--- src/design/hiob_pkg.sv ---
// Constants and carrier types for the host I/O base and map decoder
package hiob_pkg;
    localparam int CLK_PERIOD_NS       = 10;
    localparam int RESET_MIN_NS        = 400;
    localparam int RESET_MIN_CYC       =
        (RESET_MIN_NS + CLK_PERIOD_NS - 1) / CLK_PERIOD_NS;
    localparam logic [7:0] CFG_A_RST   = 8'h39;
    localparam logic [7:0] CFG_B_RST   = 8'h00;
    localparam logic [7:0] CFG_C_RST   = 8'h00;
    // Register offsets inside the 32-byte window
    localparam logic [4:0] OFS_HCMD    = 5'h00;
    localparam logic [4:0] OFS_SLOT    = 5'h01;
    localparam logic [4:0] OFS_HCFG    = 5'h02;
    localparam logic [4:0] OFS_CFGA    = 5'h03;
    localparam logic [4:0] OFS_CTL2    = 5'h05;
    localparam logic [4:0] OFS_STATION_ADDRESS_WINDOW    = 5'h08;
    localparam logic [4:0] OFS_CORE    = 5'h10;
    localparam logic [4:0] OFS_DPORT   = 5'h10;
    localparam logic [4:0] OFS_RSTPORT = 5'h18;
    // Field positions
    localparam int HCMD_ENABLE_BIT     = 0;
    localparam int HCFG_BANK_BIT       = 0;
    localparam int HCFG_EXT_BIT        = 1;
    localparam int CFGB_IOPORT_BIT     = 0;
    localparam int CFGB_NONCOMPAT_BIT  = 1;
    localparam int CFGC_SIZE_LSB       = 0;
    localparam int STATION_ADDRESS_WINDOW_BYTES          = 16;
    // Fixed top address bits for small SRAMs
    localparam logic [1:0] SMALL_TOP   = 2'b01;

    typedef enum logic [1:0] {
        HIOB_RAM_8K, HIOB_RAM_16K, HIOB_RAM_32K, HIOB_RAM_64K
    } hiob_ram_size_t;

    typedef enum logic [1:0] {
        HIOB_IDLE, HIOB_IO, HIOB_MEM, HIOB_DMA
    } hiob_cycle_t;

    typedef struct packed {
        logic [9:0]  io_addr;
        logic        io_rd_n;
        logic        io_wr_n;
        logic        mem_sel;
        logic [15:0] mem_addr;
        logic        mem_rd_n;
        logic        mem_wr_n;
        logic        word;
        logic [15:0] wdata;
    } hiob_host_t;

    typedef struct packed {
        logic [7:0] a;
        logic [7:0] b;
        logic [7:0] c;
    } hiob_cfg_t;
endpackage : hiob_pkg

--- src/design/hiob_top.sv ---
// Host I/O base decode, register window and buffer address mapping
`timescale 1ns/1ps
module hiob_top
    import hiob_pkg::*;
#(
    parameter int RST_MIN = RESET_MIN_CYC
) (
    // Clock and reset
    input  wire logic                core_clk,
    input  wire logic                reset,
    // Straps
    input  wire hiob_pkg::hiob_cfg_t cfg_pins,
    input  wire logic                slot_width_input,
    // Host bus
    input  wire hiob_pkg::hiob_host_t host,
    output logic [15:0]              host_rdata,
    output logic                     host_rdata_oe,
    // Network core register port
    input  wire logic [7:0]          core_rdata,
    output logic                     network_core_sel,
    output logic                     network_core_wr,
    output logic [3:0]               network_core_reg,
    output logic [7:0]               network_core_wdata,
    // Remote DMA from the core
    input  wire logic                rdma_active,
    input  wire logic [15:0]         rdma_addr,
    output logic                     rdma_step,
    // Station address load and store
    input  wire logic                station_address_window_load_we,
    input  wire logic [3:0]          station_address_window_load_addr,
    input  wire logic [7:0]          station_address_window_load_data,
    input  wire logic [3:0]          station_address_window_store_addr,
    output logic [7:0]               station_address_window_store_data,
    // Buffer SRAM
    input  wire logic [15:0]         buf_rdata,
    output logic [15:1]              buffer_address,
    output logic                     ram_chip_select_one_n,
    output logic                     ram_chip_select_two_n,
    output logic                     buf_rd_n,
    output logic                     buf_wr_n,
    output logic [15:0]              buf_wdata,
    output logic                     buf_wdata_oe,
    // Status and control to the rest of the chip
    output logic [9:0]               io_base,
    output logic                     io_base_valid,
    output logic [7:0]               host_control_first,
    output logic [7:0]               host_control_second,
    output logic                     slot_width_status
);
    import hiob_pkg::*;

    // Base lookup shared by decode and status
    function automatic logic [10:0] base_of(input logic [2:0] sel,
                                            input logic       bank);
        logic [10:0] r;
        r = 11'h000;
        unique case ({bank, sel})
            4'h0: r = {1'b1, 10'h300};
            4'h1: r = {1'b0, 10'h000};
            4'h2: r = {1'b1, 10'h240};
            4'h3: r = {1'b1, 10'h280};
            4'h4: r = {1'b1, 10'h2c0};
            4'h5: r = {1'b1, 10'h320};
            4'h6: r = {1'b1, 10'h340};
            4'h7: r = {1'b1, 10'h360};
            4'h8: r = {1'b1, 10'h380};
            4'h9: r = {1'b1, 10'h3a0};
            4'ha: r = {1'b1, 10'h3c0};
            4'hb: r = {1'b1, 10'h3e0};
            4'hc: r = {1'b1, 10'h200};
            4'hd: r = {1'b1, 10'h220};
            4'he: r = {1'b1, 10'h2a0};
            4'hf: r = {1'b1, 10'h2e0};
        endcase
        return r;
    endfunction : base_of

    // Configuration and hidden registers
    logic [7:0]  cfg_a_ff;
    logic [7:0]  cfg_b_ff;
    logic [7:0]  cfg_c_ff;
    logic [7:0]  hcmd_ff;
    logic [7:0]  hcfg_ff;
    logic [7:0]  ctl1_ff;
    logic [7:0]  ctl2_ff;
    logic        slot_ff;
    logic [7:0]  station_address_window_mem [STATION_ADDRESS_WINDOW_BYTES];
    logic [7:0]  station_address_window_store_ff;
    // Reset length tracking
    logic [6:0]  rst_cnt_ff;
    logic        rst_prev_ff;
    logic        rst_long_ff;
    // Registered outputs
    logic [15:0] rdata_ff;
    logic        rdata_oe_ff;
    logic        core_sel_ff;
    logic        core_wr_ff;
    logic [3:0]  core_reg_ff;
    logic [7:0]  core_wdata_ff;
    logic        step_ff;
    logic [15:1] baddr_ff;
    logic        cs1_n_ff;
    logic        cs2_n_ff;
    logic        brd_n_ff;
    logic        bwr_n_ff;
    logic [15:0] bwdata_ff;
    logic        bwoe_ff;
    logic [9:0]  base_ff;
    logic        base_ok_ff;
    hiob_cycle_t cyc_ff;
    hiob_cycle_t nxt_cyc;

    // Base decode
    wire         hid_en   = hcmd_ff[HCMD_ENABLE_BIT];
    wire         ext_en   = hcfg_ff[HCFG_EXT_BIT];
    wire         bank_use = hid_en & ext_en & hcfg_ff[HCFG_BANK_BIT];
    wire [10:0]  base_raw = base_of(cfg_a_ff[2:0], bank_use);
    wire         base_ok  = base_raw[10];
    wire [9:0]   base     = base_raw[9:0];

    // Mode straps
    wire         io_mode   = cfg_b_ff[CFGB_IOPORT_BIT];
    wire         noncompat = cfg_b_ff[CFGB_NONCOMPAT_BIT];
    wire [1:0]   size_code = cfg_c_ff[CFGC_SIZE_LSB +: 2];
    hiob_ram_size_t ram_size;
    assign ram_size = hiob_ram_size_t'(size_code);

    // Window hit
    wire         io_hit  = base_ok
                         & (host.io_addr[9:5] == base[9:5]);
    wire [4:0]   ofs     = host.io_addr[4:0];
    wire         io_rd   = io_hit & ~host.io_rd_n;
    wire         io_wr   = io_hit & ~host.io_wr_n;
    wire         io_any  = io_rd | io_wr;

    // Window region decode
    wire         in_station_address_window = ~io_mode & (ofs[4:3] == OFS_STATION_ADDRESS_WINDOW[4:3]);
    wire         in_core = io_mode ? ~ofs[4]
                                   : (ofs[4] == OFS_CORE[4]);
    wire         in_port = io_mode
                         & (ofs[4:3] == OFS_DPORT[4:3]);
    wire         port_go = in_port & rdma_active;

    // Host memory access
    wire         mem_rd  = ~io_mode & host.mem_sel & ~host.mem_rd_n;
    wire         mem_wr  = ~io_mode & host.mem_sel & ~host.mem_wr_n;
    wire [15:0]  mem_ofs = noncompat ? host.mem_addr
                         : {2'b00, host.mem_addr[13:0]};

    // Remote DMA STATION_ADDRESS_WINDOW image
    wire         dma_station_address_window = noncompat ? (rdma_addr[15:8] == 8'h00)
                                      : ~rdma_addr[14];
    wire [7:0]   dma_pbyte = station_address_window_mem[rdma_addr[4:1]];

    // Buffer byte address and transfer width
    wire         use_mem  = mem_rd | mem_wr;
    wire [15:0]  ba       = use_mem ? mem_ofs : rdma_addr;
    wire         is_word  = use_mem ? host.word : 1'b1;
    wire         buf_rd   = mem_rd | (io_rd & port_go & ~dma_station_address_window);
    wire         buf_wr   = mem_wr | (io_wr & port_go);
    wire         buf_go   = buf_rd | buf_wr;

    // Top address bits and chip selects
    logic [2:0]  top3;
    logic        cs1;
    logic        cs2;
    always_comb begin
        top3 = {SMALL_TOP, ba[0]};
        cs1  = 1'b1;
        cs2  = 1'b0;
        unique case (ram_size)
            HIOB_RAM_8K: begin
                top3 = {SMALL_TOP, ba[0]};
            end
            HIOB_RAM_16K: begin
                top3 = {SMALL_TOP, ba[13]};
                cs1  = is_word | ~ba[0];
                cs2  = is_word | ba[0];
            end
            HIOB_RAM_32K: begin
                top3 = {ba[0], ba[14], ba[13]};
            end
            HIOB_RAM_64K: begin
                top3 = ba[15:13];
                cs1  = is_word | ~ba[0];
                cs2  = is_word | ba[0];
            end
        endcase
    end

    // Host read data selection
    logic [15:0] rd_mux;
    always_comb begin
        rd_mux = 16'h0000;
        if (in_port) begin
            if (port_go) begin
                rd_mux = dma_station_address_window ? {dma_pbyte, dma_pbyte} : buf_rdata;
            end
        end else if (in_station_address_window) begin
            rd_mux = {8'h00, station_address_window_mem[{1'b0, ofs[2:0]}]};
        end else if (in_core) begin
            rd_mux = {8'h00, core_rdata};
        end else if (ofs == OFS_SLOT) begin
            rd_mux = {8'h00, 7'h00, slot_ff};
        end else if (ofs == OFS_HCMD) begin
            rd_mux = {8'h00, hcmd_ff};
        end else if (ofs == OFS_HCFG) begin
            rd_mux = {8'h00, hcfg_ff};
        end else if (ofs == OFS_CFGA) begin
            rd_mux = {8'h00, cfg_a_ff};
        end
    end

    // Cycle tracking for one register write, core write and DMA step per host I/O strobe
    always_comb begin
        if (io_any) begin
            nxt_cyc = HIOB_IO;
        end else if (use_mem) begin
            nxt_cyc = HIOB_MEM;
        end else begin
            nxt_cyc = HIOB_IDLE;
        end
    end
    wire         io_first = io_any & (cyc_ff != HIOB_IO);
    wire         reg_wr   = io_wr & io_first & ~in_core & ~in_port;
    wire         rst_rel  = rst_prev_ff & ~reset;

    // Reset length tracking that qualifies strap capture
    always_ff @(posedge core_clk) begin
        rst_prev_ff <= reset;
        if (reset) begin
            rst_cnt_ff  <= (rst_cnt_ff == 7'(RST_MIN)) ? rst_cnt_ff
                                                        : rst_cnt_ff + 7'd1;
            rst_long_ff <= rst_long_ff | (rst_cnt_ff == 7'(RST_MIN - 1));
        end else begin
            rst_cnt_ff  <= 7'd0;
            rst_long_ff <= 1'b0;
        end
    end

    // Configuration, hidden and control registers
    always_ff @(posedge core_clk) begin
        if (reset) begin
            cfg_a_ff <= CFG_A_RST;
            cfg_b_ff <= CFG_B_RST;
            cfg_c_ff <= CFG_C_RST;
            hcmd_ff  <= 8'h00;
            hcfg_ff  <= 8'h00;
            ctl1_ff  <= 8'h00;
            ctl2_ff  <= 8'h00;
            cyc_ff   <= HIOB_IDLE;
        end else begin
            cyc_ff <= nxt_cyc;
            if (rst_rel & rst_long_ff) begin
                cfg_a_ff <= cfg_pins.a;
                cfg_b_ff <= cfg_pins.b;
                cfg_c_ff <= cfg_pins.c;
            end else if (reg_wr) begin
                unique case (ofs)
                    OFS_HCMD: hcmd_ff <= host.wdata[7:0];
                    OFS_HCFG: hcfg_ff <= host.wdata[7:0];
                    OFS_CFGA: cfg_a_ff <= host.wdata[7:0];
                    OFS_SLOT: ctl1_ff <= host.wdata[7:0];
                    OFS_CTL2: ctl2_ff <= host.wdata[7:0];
                    default: ;
                endcase
            end
        end
    end

    // Slot width caught at reset release
    always_ff @(posedge core_clk) begin
        if (rst_rel) begin
            slot_ff <= slot_width_input;
        end
    end

    // Station address storage and read-back port
    always_ff @(posedge core_clk) begin
        if (station_address_window_load_we) begin
            station_address_window_mem[station_address_window_load_addr] <= station_address_window_load_data;
        end
        station_address_window_store_ff <= station_address_window_mem[station_address_window_store_addr];
    end

    // Host data and core port outputs
    always_ff @(posedge core_clk) begin
        if (reset) begin
            rdata_ff      <= 16'h0000;
            rdata_oe_ff   <= 1'b0;
            core_sel_ff   <= 1'b0;
            core_wr_ff    <= 1'b0;
            core_reg_ff   <= 4'h0;
            core_wdata_ff <= 8'h00;
            step_ff       <= 1'b0;
            base_ff       <= 10'h000;
            base_ok_ff    <= 1'b0;
        end else begin
            rdata_ff      <= mem_rd ? buf_rdata : rd_mux;
            rdata_oe_ff   <= io_rd | mem_rd;
            core_sel_ff   <= io_any & in_core;
            core_wr_ff    <= io_wr & in_core & io_first;
            core_reg_ff   <= ofs[3:0];
            core_wdata_ff <= host.wdata[7:0];
            step_ff       <= io_first & port_go;
            base_ff       <= base;
            base_ok_ff    <= base_ok;
        end
    end

    // Buffer SRAM drive
    always_ff @(posedge core_clk) begin
        if (reset) begin
            baddr_ff  <= 15'h0000;
            cs1_n_ff  <= 1'b1;
            cs2_n_ff  <= 1'b1;
            brd_n_ff  <= 1'b1;
            bwr_n_ff  <= 1'b1;
            bwdata_ff <= 16'h0000;
            bwoe_ff   <= 1'b0;
        end else begin
            baddr_ff  <= {top3, ba[12:1]};
            cs1_n_ff  <= ~(buf_go & cs1);
            cs2_n_ff  <= ~(buf_go & cs2);
            brd_n_ff  <= ~buf_rd;
            bwr_n_ff  <= ~buf_wr;
            bwdata_ff <= host.wdata;
            bwoe_ff   <= buf_wr;
        end
    end

    assign host_rdata            = rdata_ff;
    assign host_rdata_oe         = rdata_oe_ff;
    assign network_core_sel      = core_sel_ff;
    assign network_core_wr       = core_wr_ff;
    assign network_core_reg      = core_reg_ff;
    assign network_core_wdata    = core_wdata_ff;
    assign rdma_step             = step_ff;
    assign station_address_window_store_data       = station_address_window_store_ff;
    assign buffer_address        = baddr_ff;
    assign ram_chip_select_one_n = cs1_n_ff;
    assign ram_chip_select_two_n = cs2_n_ff;
    assign buf_rd_n              = brd_n_ff;
    assign buf_wr_n              = bwr_n_ff;
    assign buf_wdata             = bwdata_ff;
    assign buf_wdata_oe          = bwoe_ff;
    assign io_base               = base_ff;
    assign io_base_valid         = base_ok_ff;
    assign host_control_first    = ctl1_ff;
    assign host_control_second   = ctl2_ff;
    assign slot_width_status     = slot_ff;
endmodule : hiob_top

--- config.mk ---
export PLATFORM = sky130hd
export DESIGN_NAME = hiob_top
export DESIGN_NICKNAME = d
export VERILOG_FILES = /design/src/design/hiob_pkg.sv /design/src/design/hiob_top.sv
export SDC_FILE = /design/constraint.sdc
export NUM_CORES = 1
export LEC_CHECK = 0
export BUFFER_PORTS_ARGS = -buffer_cell sky130_fd_sc_hd__clkbuf_2
export CORE_MARGIN = 5
export CORE_UTILIZATION = 35
export DETAILED_ROUTE_END_ITERATION = 6
export GPL_TIMING_DRIVEN = 0
export SYNTH_ARGS = -nofsm -noshare
export SYNTH_HDL_FRONTEND = slang
export SYNTH_SLANG_ARGS = --single-unit
export TNS_END_PERCENT = 20
--- constraint.sdc ---
create_clock -name core_clk -period 3.4 [get_ports core_clk]
set_clock_uncertainty 0.15 [all_clocks]
set_input_delay 0.51 -clock core_clk [delete_from_list [all_inputs] [get_ports core_clk]]
set_output_delay 0.51 -clock core_clk [all_outputs]
set_load 0.05 [all_outputs]
==> results.md <==
- Outcome: finished clean
- Row count: 67
- Final period util: roughly nine tenths
- Met3 WL: 3.591 mm
- Initial Utilization: a little over a third
- Initial antenna violation count: 3
- Multi-input gate area: ~5000 um2
- H-Tree Depth: 1
- M1 wire length: 15.71 mm
- Placed cells: ~1600
- FILL cells: 3099
- PD cells: about 520 nW/um2
- Largest register FFs: around 130
- Tmin final: 3031 ps
- IO Count: around 240
- Synth area leader: edfxtp_1
- Biggest register: station_address_window_mem
- Drt via density: roughly 5.5
- Top cell type's share of synthesized area: roughly a third
- Mapped Cells: 929
- Fin. Hold Viols: 0
- Mean Syn Cell Area: between 10 and 15 um2
- Dpl hpwl: roughly 28 mm
- Pre-Repair DR Iteration Count: 5
- WP data required: between 3000 and 4000 ps
- Vias in the first global route: around 9000
- Most frequent cell after synthesis: edfxtp_1
- CP Data Arrival Time: approximately 3300 ps
- Global-route wire length before repair: around 58 mm
- Largest net degree at the start of global routing: 17
- Share of cells above drive strength 1: 32.25%
- Final Net Count: 1316
- Crit path max fanout: 10
- Clock sink total: 257
- VDD IR max: roughly 420 uV
- Worst skew pair latency: 560 ps
- Total power draw: 7526 uW
- Top layer reached by signal wires: met4
- Core ar.: about 33000 um2
- Max Cap Viol: 0
- Synth Cell Area: approximately 12000 um2
- CTS Buf Count: 28
- Worst slew pin tran: roughly 1200 ps
- TNS Setup: 0 ps
- Die height: between 150 and 200 um
- Top_reg_cell synth: edfxtp_1
- Worst Hold Slack: ~12 ps
- Synth area leaders: edfxtp_1 (33%), dfxtp_1 (22%), mux4_2 (16%)
- Die area: around 38000 um2
- Buffers added on ports: approximately 210
- Drt wl/cell: 23.30 um
- Area Growth Syn to Fin: 23.14%
- Clock slew at reported path FFs: 60 ps
- Post-CTS resize count: 0
- Synth cell types: 64
- Slew Viols, Final: 0
- Synth Warn #: 0
- Achievable Freq: 0.3299 GHz
- Met2 WL post-DR: roughly 18 mm
- Cell Area, Placed: about 14000 um2
- FFs w/ async S/R, synth: 0%
- Yosys reg bits: between 200 and 300
- CTS tree: done
- Worst rel slew slack: between 10% and 20%
- Post-synth top cells: edfxtp_1 (129), dfxtp_1 (128), mux4_2 (82)
- Clk root buf: clkbuf_16
- Gpl congestion: between 0.8 and 0.9
- Maximum buffer depth of the clock tree: 3
- Post-route cell area: around 15000 um2
- Final Non-Filler Cells: 1654
- Drc violations: 0
- Post-synth EDFFs: approximately 130
- DRT Wirelength: approximately 39 mm
- HP Class: in -> reg
- Setup Viol. Count Final: 0
- RSZ-0062 raised after global routing: false
- Final antenna-violating net count: 0
- Worst setup path category: reg -> reg
- Worst Setup End Kind: flop
- Reg area: approximately 6400 um2
- Leak pwr: 0.005667 uW
- Register area share after synthesis: a little over half
- Total Routing Usage GR: approximately 20%
- Startpoint Class: flop
- DRT iter0 DRCs: ~770
- Grt ovf: 0
- Die W: 194.1 um
- Vias: approximately 9000
==> power by group <==
group	total, uW	switching (uW)	internal (uW)
Clock	3260	1300	1960
Sequential	3370	36.1	3340
Combinational	891	586	305
==> timing repair <==
action,CTS,global route
endpoints found under the hold margin,4,0
endpoints found under the setup margin,0,0
setup buffers,0,0
hold buffers,4,0
==> through the flow <==
| step | util, % | worst slack, ps |
|---|---|---|
| after floorplan | - | 755.9 |
| after global placement | 40.32 | -144.7 |
| after detailed placement | 40.49 | -125.1 |
| after CTS | 43.63 | 439.6 |
| after global routing | 43.64 | 176.3 |
| final | 43.65 | 369.0 |
==> kinds of logic (layout without fill, tap and decap cells) <==
family | Yosys count | after routing | synth area share, %
AOI/OAI and AO/OA | 147 | 147 | 8.232
muxes | 144 | 144 | 20.88
DFF | 257 | 257 | 54.28
and+or+nand+nor | 283 | 283 | 12.47
adders and majority gates | 2 | 2 | 0.2110
other | 1 | 8 | 0.03163
buffers and inverters | 87 | 357 | 3.292
xor gates and xnor gates | 8 | 8 | 0.5910
==> routing by layer <==
| metal | vias to the layer above | GRT usage [%] |
|---|---|---|
| li1 | 4018 | - |
| met1 | 4479 | 26.16 |
| met2 | 483 | 32.18 |
| met3 | 69 | 4.431 |
| met4 | 0 | 6.563 |
| met5 | - | 0 |
==> final timing paths <==
check	start	end	slack, ps	depth (start not counted)
setup / recovery	hcmd_ff[0]	buf_wr_n	370	8
hold reg to reg	host_control_first[6]	host_control_first[6]	330	2
setup reg to reg	hcmd_ff[0]	buf_wr_n	370	8
hold / removal	host[15]	buf_wdata[15]	10	2
==> worst max-delay path: stages (launching register included) <==
cell and delay (ps):
dfxtp_1 520, nand3_1 220, a211o_1 270, a21oi_1 180, a211o_1 140, buf_1 410
clkbuf_1 470, a31oi_1 190, or2_2 350
==> final cells by class <==
type / instances / area share [%]
diodes: 3 / 0.05142
plain buffers: 73 / 2.314
clock buffers: 37 / 5.450
clock inverters: 15 / 1.457
inverters: 14 / 0.3599
multi-input cells: 589 / 34.73
flip-flops and latches: 257 / 44.08
well taps: 448 / 3.839
repair buffers: 218 / 7.713
==> cells in the final DEF (no fill, tap or decap), types with 5 or more instances in the layout <==
master     netlist  routed
clkbuf_2         1     212
edfxtp_1       129     129
dfxtp_1        128     128
mux4_2          82      82
nand2_1         75      75
mux2i_1         55      55
nand2b_1        51      51
nor2_1          47      47
clkbuf_1        40      44
a21oi_1         41      41
nor2b_1         30      30
clkbuf_16        0      29
o21ai_0         22      22
nand3_1         16      16
buf_4           15      16
inv_1           14      14
a211oi_1        14      14
a31oi_1         13      13
nor3_1          17      13
buf_1           12      12
or3_1           10      10
o211ai_1         9       9
a311oi_1         8       8
mux2_2           7       7
nand4_1          6       6
nand3b_1         5       5
a21boi_0         5       5
buf_2            5       5
and3_1           5       5
xnor2_1          5       5
conb_1           1       5
(Power assumes the default switching activity.)
